$ cat config.mk
export PLATFORM = sky130hd
export DESIGN_NAME = mmd_decoder
export DESIGN_NICKNAME = d
export VERILOG_FILES = /design/src/logic/mmd_pkg.sv /design/src/logic/mmd_ram.sv /design/src/logic/mmd_decoder.sv
export VERILOG_INCLUDE_DIRS = /design/src /design/src/logic
export SDC_FILE = /design/constraint.sdc
export NUM_CORES = 1
export LEC_CHECK = 0
export BUFFER_PORTS_ARGS = -buffer_cell sky130_fd_sc_hd__buf_4
export CORE_MARGIN = 2
export CORE_UTILIZATION = 28
export CTS_BUF_LIST = sky130_fd_sc_hd__clkbuf_16
export CTS_CLUSTER_DIAMETER = 50
export DETAILED_ROUTE_END_ITERATION = 6
export SLEW_MARGIN = 20
export SYNTH_ARGS = -nofsm -noshare
export SYNTH_HDL_FRONTEND = slang
export SYNTH_SLANG_ARGS = --single-unit
export TNS_END_PERCENT = 5
$ cat constraint.sdc
create_clock -name mclk -period 4.73 [get_ports mclk]
set_clock_uncertainty 0.05 [all_clocks]
set_input_delay 0.473 -clock mclk [delete_from_list [all_inputs] [get_ports mclk]]
set_output_delay 0.473 -clock mclk [all_outputs]
set_load 0.05 [all_outputs]
$ cat src/logic/mmd_map.svh
// Notes on behaviour
// - On-chip 128-byte RAM answers at 0x0000 to 0x007F.
// - Peripheral control registers occupy 128 bytes from 0x0100; a select flags them.
// - The 4K region from 0x1000 is memory-mapped I/O, holding the display.
// - External 8K static RAM is selected for 0x2000 to 0x3FFF.
// - The 32K region from 0x4000 goes to the cartridge port.
// - The 8K window from 0xC000 selects the paged system ROM.
// - The 4K region from 0xE000 maps to nothing.
// - On-chip 4K mask ROM answers at 0xF000, flagged by its own select.
// - Four chip selects come from the top five address bits alone.
// - Selects serve display, external RAM, cartridge and system ROM, in that order.
// - Two page lines drive the top system ROM address bits, choosing 8K pages.
// - Accesses in the slow range stretch the CPU cycle, since no wait states exist.
// - Slow divide ratio comes from software; the slow range is fixed.
// - Every display transfer is slowed, at least one display clock period long.
// - Display uses eight data lines, read/write, address bit and one select.
// - Address and data leave on separate buses; no latching of low address.
// - Cartridge sees address, data, read/write and an active-low select.
`ifndef MMD_MAP_SVH
`define MMD_MAP_SVH
`define MMD_IRAM_END 16'h0080
`define MMD_PERI_BASE 16'h0100
`define MMD_PERI_END 16'h0180
`define MMD_TOP5_IO0 5'h02
`define MMD_TOP5_IO1 5'h03
`define MMD_TOP3_XRAM 3'h1
`define MMD_TOP2_CART0 2'h1
`define MMD_TOP2_CART1 2'h2
`define MMD_TOP3_SROM 3'h6
`define MMD_TOP4_IROM 4'hF
`define MMD_CS_DISP 0
`define MMD_CS_XRAM 1
`define MMD_CS_CART 2
`define MMD_CS_SROM 3
`define MMD_CS_IDLE 4'hF
`define MMD_IRAM_AW 7
`define MMD_CNT_W 8
`define MMD_DIV_W 4
`define MMD_BASE_CYC 6
`define MMD_CLK_KHZ 25000
`define MMD_DISP_CLK_KHZ 270
`define MMD_DISP_MIN_CYC ((`MMD_CLK_KHZ + `MMD_DISP_CLK_KHZ - 1) / `MMD_DISP_CLK_KHZ)
`endif

$ cat src/logic/mmd_pkg.sv
`include "mmd_map.svh"
package mmd_pkg;
	typedef enum logic [2:0] {
		ST_IDLE,
		ST_BUSY
	} mmd_fsm_e;
	typedef enum logic [2:0] {
		RG_NONE,
		RG_IRAM,
		RG_PERI,
		RG_DISP,
		RG_XRAM,
		RG_CART,
		RG_SROM,
		RG_IROM
	} mmd_region_e;
	typedef struct packed {
		mmd_fsm_e st;
		mmd_region_e region;
		logic [`MMD_CNT_W-1:0] cnt;
		logic [15:0] addr;
		logic we;
		logic [7:0] dout;
		logic doe;
		logic rw_n;
		logic [3:0] cs_n;
		logic [1:0] page;
		logic peri;
		logic irom;
		logic busy;
		logic slowed;
		logic ack;
		logic [7:0] rdata;
		logic [7:0] s1;
		logic [7:0] s2;
		logic [7:0] s3;
		logic [7:0] dstab;
	} mmd_state_s;
endpackage

$ cat src/logic/mmd_ram.sv
`timescale 1ns/1ps
`include "mmd_map.svh"
module mmd_ram #(
	parameter int AW = `MMD_IRAM_AW,
	parameter int DW = 8
) (
	// Clock, reset and enable
	input wire logic mclk,
	input wire logic rst_b,
	input wire logic ce,
	// Access
	input wire logic we,
	input wire logic [AW-1:0] addr,
	input wire logic [DW-1:0] wdata,
	output logic [DW-1:0] rdata
);
	logic [DW-1:0] mem [0:(1<<AW)-1];

	// Contents are not reset; software treats on-chip RAM as undefined at power-up.
	always_ff @(posedge mclk) begin
		if (ce && we) begin
			mem[addr] <= wdata;
		end
	end

	always_ff @(posedge mclk or negedge rst_b) begin
		if (!rst_b) begin
			rdata <= '0;
		end else if (ce) begin
			rdata <= mem[addr];
		end
	end
endmodule

$ cat src/logic/mmd_decoder.sv
`timescale 1ns/1ps
`include "mmd_map.svh"
module mmd_decoder #(
	parameter int BASE_CYC = `MMD_BASE_CYC,
	parameter int DIV_W = `MMD_DIV_W
) (
	// Clock, reset and enable
	input wire logic mclk,
	input wire logic rst_b,
	input wire logic ce,
	// CPU access port
	input wire logic cpu_req,
	input wire logic cpu_we,
	input wire logic [15:0] cpu_addr,
	input wire logic [7:0] cpu_wdata,
	output logic cpu_ack,
	output logic [7:0] cpu_rdata,
	output logic cpu_busy,
	output logic cpu_slowed,
	// Software settings from the general-purpose output port
	input wire logic [DIV_W-1:0] clk_div,
	input wire logic [1:0] rom_page_sel,
	// On-chip peripheral registers and mask ROM
	input wire logic [7:0] int_rdata,
	output logic periph_select,
	output logic int_rom_select,
	// External memory bus
	output logic [15:0] ext_addr,
	output logic [7:0] ext_data_out,
	output logic ext_data_oe,
	input wire logic [7:0] ext_data_in,
	output logic ext_rw_n,
	output logic display_select_n,
	output logic ram_select_n,
	output logic cartridge_select_n,
	output logic sys_rom_select_n,
	output logic [1:0] rom_page
);
	localparam int CNT_MAX = (1 << `MMD_CNT_W) - 1;
	localparam mmd_pkg::mmd_state_s RESET_S = '{
		st: mmd_pkg::ST_IDLE,
		region: mmd_pkg::RG_NONE,
		cnt: '0,
		addr: 16'h0000,
		we: 1'b0,
		dout: 8'h00,
		doe: 1'b0,
		rw_n: 1'b1,
		cs_n: `MMD_CS_IDLE,
		page: 2'h0,
		peri: 1'b0,
		irom: 1'b0,
		busy: 1'b0,
		slowed: 1'b0,
		ack: 1'b0,
		rdata: 8'h00,
		s1: 8'h00,
		s2: 8'h00,
		s3: 8'h00,
		dstab: 8'h00
	};

	// Read data from pins need three sync stages plus one to settle.
	if (BASE_CYC < 4 || BASE_CYC * ((1 << DIV_W) - 1) > CNT_MAX
		|| `MMD_DISP_MIN_CYC > CNT_MAX) begin : g_bad_param
		$error("mmd_decoder: cycle counts do not fit the access counter");
	end

	function automatic mmd_pkg::mmd_region_e region_of(input logic [15:0] a);
		logic [4:0] t;
		t = a[15:11];
		if (a < `MMD_IRAM_END) begin
			region_of = mmd_pkg::RG_IRAM;
		end else if (a >= `MMD_PERI_BASE && a < `MMD_PERI_END) begin
			region_of = mmd_pkg::RG_PERI;
		end else if (t == `MMD_TOP5_IO0 || t == `MMD_TOP5_IO1) begin
			region_of = mmd_pkg::RG_DISP;
		end else if (t[4:2] == `MMD_TOP3_XRAM) begin
			region_of = mmd_pkg::RG_XRAM;
		end else if (t[4:3] == `MMD_TOP2_CART0 || t[4:3] == `MMD_TOP2_CART1) begin
			region_of = mmd_pkg::RG_CART;
		end else if (t[4:2] == `MMD_TOP3_SROM) begin
			region_of = mmd_pkg::RG_SROM;
		end else if (t[4:1] == `MMD_TOP4_IROM) begin
			region_of = mmd_pkg::RG_IROM;
		end else begin
			region_of = mmd_pkg::RG_NONE;
		end
	endfunction

	function automatic logic [3:0] cs_of(input mmd_pkg::mmd_region_e r);
		logic [3:0] c;
		c = `MMD_CS_IDLE;
		case (r)
			mmd_pkg::RG_DISP: c[`MMD_CS_DISP] = 1'b0;
			mmd_pkg::RG_XRAM: c[`MMD_CS_XRAM] = 1'b0;
			mmd_pkg::RG_CART: c[`MMD_CS_CART] = 1'b0;
			mmd_pkg::RG_SROM: c[`MMD_CS_SROM] = 1'b0;
			default: c = `MMD_CS_IDLE;
		endcase
		return c;
	endfunction

	function automatic logic is_ext(input mmd_pkg::mmd_region_e r);
		return r == mmd_pkg::RG_DISP || r == mmd_pkg::RG_XRAM
			|| r == mmd_pkg::RG_CART || r == mmd_pkg::RG_SROM;
	endfunction

	// The slow range is wired to the system ROM window and the display region and cannot be moved.
	function automatic logic [`MMD_CNT_W-1:0] acc_cycles(input mmd_pkg::mmd_region_e r,
		input logic [DIV_W-1:0] div);
		logic [`MMD_CNT_W-1:0] n;
		logic [`MMD_CNT_W-1:0] d;
		d = (div == '0) ? `MMD_CNT_W'(1) : `MMD_CNT_W'(div);
		n = `MMD_CNT_W'(BASE_CYC);
		if (r == mmd_pkg::RG_SROM || r == mmd_pkg::RG_DISP) begin
			n = `MMD_CNT_W'(BASE_CYC * d);
		end
		if (r == mmd_pkg::RG_DISP && n < `MMD_CNT_W'(`MMD_DISP_MIN_CYC)) begin
			n = `MMD_CNT_W'(`MMD_DISP_MIN_CYC);
		end
		return n;
	endfunction

	mmd_pkg::mmd_state_s s_q;
	mmd_pkg::mmd_state_s s_d;
	mmd_pkg::mmd_region_e rg;
	logic ram_we;
	logic [7:0] ram_rdata;

	// Write lands in the last busy cycle so an aborted decode never corrupts memory.
	assign ram_we = s_q.st == mmd_pkg::ST_BUSY && s_q.cnt == `MMD_CNT_W'(1)
		&& s_q.region == mmd_pkg::RG_IRAM && s_q.we;

	mmd_ram #(
		.AW(`MMD_IRAM_AW),
		.DW(8)
	) u_ram (
		.mclk(mclk),
		.rst_b(rst_b),
		.ce(ce),
		.we(ram_we),
		.addr(s_q.addr[`MMD_IRAM_AW-1:0]),
		.wdata(s_q.dout),
		.rdata(ram_rdata)
	);

	always_comb begin
		rg = region_of(cpu_addr);
		s_d = s_q;
		s_d.s1 = ext_data_in;
		s_d.s2 = s_q.s1;
		s_d.s3 = s_q.s2;
		if (s_q.s2 == s_q.s3) begin
			s_d.dstab = s_q.s3;
		end
		s_d.page = rom_page_sel;
		s_d.ack = 1'b0;
		case (s_q.st)
			mmd_pkg::ST_IDLE: begin
				if (cpu_req) begin
					s_d.st = mmd_pkg::ST_BUSY;
					s_d.region = rg;
					s_d.addr = cpu_addr;
					s_d.we = cpu_we;
					s_d.dout = cpu_wdata;
					s_d.doe = cpu_we && is_ext(rg);
					s_d.rw_n = !cpu_we;
					s_d.cs_n = cs_of(rg);
					s_d.peri = rg == mmd_pkg::RG_PERI;
					s_d.irom = rg == mmd_pkg::RG_IROM;
					s_d.cnt = acc_cycles(rg, clk_div);
					s_d.busy = 1'b1;
					s_d.slowed = acc_cycles(rg, clk_div) != `MMD_CNT_W'(BASE_CYC);
				end
			end
			mmd_pkg::ST_BUSY: begin
				s_d.cnt = s_q.cnt - `MMD_CNT_W'(1);
				if (s_q.cnt == `MMD_CNT_W'(1)) begin
					s_d.st = mmd_pkg::ST_IDLE;
					s_d.ack = 1'b1;
					case (s_q.region)
						mmd_pkg::RG_IRAM: s_d.rdata = ram_rdata;
						mmd_pkg::RG_PERI: s_d.rdata = int_rdata;
						mmd_pkg::RG_IROM: s_d.rdata = int_rdata;
						mmd_pkg::RG_NONE: s_d.rdata = 8'h00;
						default: s_d.rdata = s_q.dstab;
					endcase
					s_d.cs_n = `MMD_CS_IDLE;
					s_d.rw_n = 1'b1;
					s_d.doe = 1'b0;
					s_d.peri = 1'b0;
					s_d.irom = 1'b0;
					s_d.busy = 1'b0;
					s_d.slowed = 1'b0;
				end
			end
			default: s_d.st = mmd_pkg::ST_IDLE;
		endcase
	end

	always_ff @(posedge mclk or negedge rst_b) begin
		if (!rst_b) begin
			s_q <= RESET_S;
		end else if (ce) begin
			s_q <= s_d;
		end
	end

	assign cpu_ack = s_q.ack;
	assign cpu_rdata = s_q.rdata;
	assign cpu_busy = s_q.busy;
	assign cpu_slowed = s_q.slowed;
	assign periph_select = s_q.peri;
	assign int_rom_select = s_q.irom;
	assign ext_addr = s_q.addr;
	assign ext_data_out = s_q.dout;
	assign ext_data_oe = s_q.doe;
	assign ext_rw_n = s_q.rw_n;
	assign display_select_n = s_q.cs_n[`MMD_CS_DISP];
	assign ram_select_n = s_q.cs_n[`MMD_CS_XRAM];
	assign cartridge_select_n = s_q.cs_n[`MMD_CS_CART];
	assign sys_rom_select_n = s_q.cs_n[`MMD_CS_SROM];
	assign rom_page = s_q.page;

	// Checks below assume the default parameter values.
	localparam int FAST_A = `MMD_BASE_CYC + 1;

	logic take;
	logic [15:0] exp_q;
	logic [15:0] run_q;
	logic [15:0] exp_n;
	assign take = s_q.st == mmd_pkg::ST_IDLE && cpu_req;
	always_comb begin
		exp_n = 16'(BASE_CYC);
		if (rg == mmd_pkg::RG_SROM || rg == mmd_pkg::RG_DISP) begin
			exp_n = 16'(BASE_CYC) * ((clk_div == '0) ? 16'h0001 : 16'(clk_div));
		end
		if (rg == mmd_pkg::RG_DISP && exp_n < 16'(`MMD_DISP_MIN_CYC)) begin
			exp_n = 16'(`MMD_DISP_MIN_CYC);
		end
	end
	always_ff @(posedge mclk or negedge rst_b) begin
		if (!rst_b) begin
			exp_q <= 16'h0000;
			run_q <= 16'h0000;
		end else if (ce) begin
			if (take) begin
				exp_q <= exp_n;
				run_q <= 16'h0000;
			end else if (s_q.busy) begin
				run_q <= run_q + 16'h0001;
			end
		end
	end
endmodule

; Word level (Yosys, flattened, before mapping)
; Memories as Yosys holds them, arrays and structs flattened. A register that Yosys moved wholly into a read port is not among the register bits.
; Index checks and enable logic that the tools add are counted.
; Widths: inputs -> output; s select.
[op_classes]
n_addsub = 1
multipliers = 1
order_cmp = 4
eq_ne = 22
mux = 31
reduce_logical = 26
[ops]
columns = op, n
row1 = $mux 45, 1
row2 = $mux 8, 5
row3 = $mux 3, 8
row4 = $pmux 8 s3, 1
row5 = $eq 3x3->1 const B, 6
row6 = $ge 16x9->1 const B, 1
row7 = $lt 16x8->1 const B, 1
row8 = $lt 16x9->1 const B, 1
row9 = $pmux 8 s2, 1
row10 = $mux 13, 1
row11 = $pmux 6 s2, 1
row12 = $reduce_and 3->1, 4
row13 = $eq 5x2->1 const B, 2
row14 = $eq 3x1->1 const B, 3
row15 = $eq 3x2->1 const B, 3
row16 = $mux 9, 1
row17 = $eq 8x1->1 const B, 1
row18 = $eq 8x8->1, 1
row19 = $lt 8x7->1 const B, 1
row20 = $mux 4, 2
row21 = $ne 8x3->1 const B, 1
row22 = $pmux 4 s2, 1
row23 = $sub 8x1->8 const B, 1
row24 = $logic_and 1x1->1, 7
row25 = other kinds (18), 30
[word_totals]
ff_bits = 92
ram_bits = 1024
inputBits = 51
out_inout_bits = 45
n_memories = 1
[mem_list]
columns = memory, words, word_bits, rd, rd_clocked_by_memory_dff, write_ports, line
row1 = u_ram.mem, 128, 8, 1, 1, 1, mmd_ram.sv:17  ; logic [DW-1:0] mem [0:(1<<AW)-1];

; Logic depth before layout (Yosys ltp)
[depth]
depth_word = 21
ltp_mapped = 11
mapped_depth_nobuf = 8

; Modules after synthesis
; A second synthesis with hierarchy kept.
[unflattened]
cells_unflattened = 2784
area_unflattened_um2 = 45708.8
[by_module_without_submodules]
columns = module, n_inst, cells_each, area_per_inst_um2, seq_area_each_um2
row1 = mmd_ram, 1, 2284, 40735.3, 30949.7
row2 = mmd_decoder, 1, 500, 4973.5, 2258.4

; Worst setup path before layout
; OpenSTA, ideal clock, no wires.
[synth_path]
path_kind = register -> output
startpoint = register s_q (netlist bit ext_data_out[0])
endpoint = output ext_data_out[0]
arrival_time_ns = 2.179
t_required_ns = 4.207
path_slack_ns = 2.028
stages_incl_launch_ff = 2
n_path_buf = 1
cell_sequence = dfrtp_1 > buf_4
[synth_rtl]
columns = element, line
row1 = start: declaration, mmd_decoder.sv:125  ; mmd_pkg::mmd_state_s s_q;
row2 = start signal: assignment, mmd_decoder.sv:204  ; s_q <= RESET_S;
row3 = start signal: assignment, mmd_decoder.sv:206  ; s_q <= s_d;
row4 = end: declaration, mmd_decoder.sv:29  ; output logic [7:0] ext_data_out,
; No word-level cell between the ends.

==> impl_metrics.py <==
metrics = {
    "run_status": {
        "status": "complete, no violations",
    },
    "place": {
        "dp_hpwl_um": 93200,
        "place.gp.congestion": 0.918,
        "io_buffer_count": 95,
        "placed_cells": 5002,
    },
    "die": {
        "die_w_um": 407,
        "die_area_um2": 166000,
        "fp-row-count": 147,
        "initial_utilization_pct": 28.3,
        "die_h_um": 407,
        "io_pins": 96,
        "core_um2": 161000,
    },
    "clock_network": {
        "cts_buffers": 113,
        "clockBufferDepth": 3,
        "clock_latency_ps": 740,
        "htree_levels": 3,
        "postCtsSetupRepairBufs": 0,
        "cts.sinks": 1122,
        "postCtsHoldBufs": 30,
        "cts-resized-gates": 0,
        "cts.clk_slew.worst_paths_ps": 70,
        "root_buffer": "clkbuf_16",
        "cts_tree": "built",
    },
    "synth": {
        "synth_area_um2": 45500,
        "synth_cells": 2812,
        "ys_ff_latch": 1122,
        "synth_edf_count": 1024,
        "synthArstFlopShare_pct": 8.73,
        "yosys_warnings": 0,
        "synthDistinctLibCells": 92,
        "synth-main-ff-cell": "edfxtp_1",
        "synth.avg_cell_area_um2": 16.2,
        "netlist_top_cells_area": "edfxtp_1, dfrtp_1, mux4_2",
        "yosysTopAreaCell": "edfxtp_1",
        "synth_fp_nets": 2874,
        "synth_top_area_share_pct": 67.6,
        "seq_area_frac_synth_pct": 73.0,
    },
    "critical_path": {
        "r2r-end": "u_ram.rdata[0]",
        "crit_required_ps": 5280,
        "reg2reg_depth": 7,
        "cp-start-kind": "register",
        "critPathArrivalTime_ps": 4660,
        "crit_type": "reg -> reg",
        "startpoint": "ext_addr[1]",
        "worstSetupEndpoint": "u_ram.rdata[0]",
        "r2r_start": "ext_addr[1]",
        "r2r_slack_ps": 620,
        "worst_setup_path_end_kind": "register",
        "cp_max_fo": 44,
    },
    "grt": {
        "grt_overflow": 0,
        "grt_pass1_wl_um": 205000,
        "grt_max_degree": 81,
        "grt.total_usage_pct": 17.2,
        "antenna_found_initial": 7,
        "grt_pass1_vias": 26810,
    },
    "final_layout": {
        "final_nets": 3049,
        "stdcell_count": 5248,
        "fillers": 15375,
        "syn_to_final_growth_pct": 16.9,
        "seq_area_um2": 33300,
        "multiInputGateArea_um2": 11100,
        "drive_above_1_share_pct": 21.5,
    },
    "route": {
        "routed_wl_um": 146000,
        "vias": 28150,
        "ant_nets": 0,
        "firstDrtPassIters": 6,
        "vias_per_cell": 5.36,
        "dr.first_iter.drc_count": 3874,
        "drc": 0,
        "wl_per_cell_um": 27.7,
    },
    "power": {
        "switching_share_pct": 37.8,
        "power.internal_mw": 20.7,
        "seqPwrFrac_pct": 40.6,
        "clockPowerShare_pct": 27.2,
        "power_density_nw_per_um2": 624,
        "p_leak_nw": 17.5,
        "switching_power_mw": 12.5,
        "ir_worst_vdd_v": 0.000363,
        "power_frac_comb_pct": 32.2,
    },
    "timing": {
        "rsz0062_at_grt": "no",
        "setup_viol": 0,
        "finalMaxSlewViolations": 0,
        "fin_crit_ps": 4110,
        "finalHoldViolCount": 0,
        "tns_ps": 0,
        "fin_crit_sh_pct": 87.0,
        "slew_headroom_pct": 16.9,
        "tightest_slew_ps": 1250,
        "fmax_mhz": 243,
    },
    "run": {
        "cap_viol_max_count": 0,
    },
    "worst_hold_path": {
        "hold_path_class": "in -> reg",
    },
}
-- stage by stage --
stage	worst slack (ps)	total power [mW]	instance area, µm²	utilization [%]	hold slack, ps
after global placement	625	24.1	49100	30.5	410
after global routing	689	34.1	53200	33.1	55.1
after CTS	838	33.1	53200	33.1	38.4
after floorplan	2030	19.4	45500	-	127
final	616	33.2	53200	33.1	74.8
after detailed placement	842	24.1	49200	30.5	414
-- how the worst min path moves through the flow --
stage / startpoint / end / slack (ps) / cells past startpoint
floorplan: rst_b / cpu_ack / 130 / 0
global placement: s_q[61] / s_q[61] / 410 / 2
detailed placement: ext_addr[9] / ext_addr[9] / 410 / 2
CTS: cpu_addr[14] / ext_addr[14] / 40 / 3
global route: cpu_addr[13] / ext_addr[13] / 60 / 3
finish: cpu_addr[13] / ext_addr[13] / 70 / 3
-- layer usage --
layer	up-vias	wire length, µm	global-route usage (%)
met3	324	15900	4.32
li1	11543	-	-
met2	1798	65500	26.5
met5	-	67	0
met4	10	6090	6.76
met1	14475	58100	23.2
-- sequential cells by signal, summed over array words and instances, names as in the netlist, 2 cells and up --
signal,flops
cpu_rdata,8
ext_addr,16
ext_data_out,8
rom_page,2
s_d,16
s_q,29
u_ram.mem,1024
u_ram.rdata,8
-- cell usage in the layout (no fill, tap or decap), types with 19 or more instances in the layout --
cell type      netlist  final
mux2i_1            132    132
o21ai_0             70     70
nand2b_1            24     24
a22oi_1             81     81
a31oi_1             22     22
clkinv_2             0     19
o22ai_1             30     30
edfxtp_1          1024   1024
buf_4               49    247
a21oi_1             89     89
nand2_1            165    165
clkbuf_16            0    114
mux4_2              62     62
a221oi_1            96     96
nor2_1             197    194
clkinv_1             1     22
mux2_2             107    107
inv_1               21     40
dlygate4sd3_1        0     30
nand3_1             23     23
dfrtp_1             93     81
-- power by group through the flow --
| stage | Sequential [mW] | Combinational [mW] | Clock (mW) |
|---|---|---|---|
| floorplan | 13.5 | 5.86 | 0 |
| CTS | 13.5 | 10.5 | 9.10 |
| finish | 13.5 | 10.7 | 9.02 |
| detailed placement | 13.7 | 10.4 | 0 |
| global route | 13.5 | 11.1 | 9.47 |
| global placement | 13.7 | 10.4 | 0 |
-- worst max-delay path, cell delays in order (launching register included) --
cell and delay, ps:
dfrtp_4 840, buf_4 340, buf_4 310, mux2_2 380
a221oi_1 500, a211oi_1 290, a2111oi_1 1000, a31oi_1 180
-- cell type report --
type / instances / area share [%]
Inverter: 23 / 0.162
Tap cell: 2160 / 5.08
Multi-Input combinational cell: 1441 / 20.8
Clock buffer: 114 / 5.36
Timing Repair Buffer: 286 / 4.39
Antenna cell: 1 / 0.00470
Clock inverter: 101 / 1.65
Sequential cell: 1122 / 62.5
-- cells in the mapped netlist (18+ instances only) --
library cell and number:
a21oi_1 89, a221oi_1 96, a22oi_1 81, a31oi_1 22, buf_2 69, buf_4 49
clkbuf_1 82, dfrtp_1 93, edfxtp_1 1024, inv_1 21, mux2_2 107, mux2i_1 132
mux4_2 62, nand2_1 165, nand2b_1 24, nand3_1 23, nor2_1 197, nor3_1 18
o21ai_0 70, o22ai_1 30, o2bb2ai_1 18
-- cell families (layout without fill, tap and decap cells) --
kind of cell | Yosys count | after routing | synth area share, %
adder cells (fa/ha/maj) | 11 | 11 | 0.319
multiplexers | 303 | 303 | 8.67
AND/OR/NAND/NOR | 526 | 526 | 5.43
XOR/XNOR | 12 | 12 | 0.231
other | 0 | 1 | 0
AO/OA/AOI/OAI | 589 | 589 | 9.53
buffers and inverters | 249 | 524 | 2.83
flip-flops | 1122 | 1122 | 73.0
No activity file was read; power rests on OpenSTA's default activity.
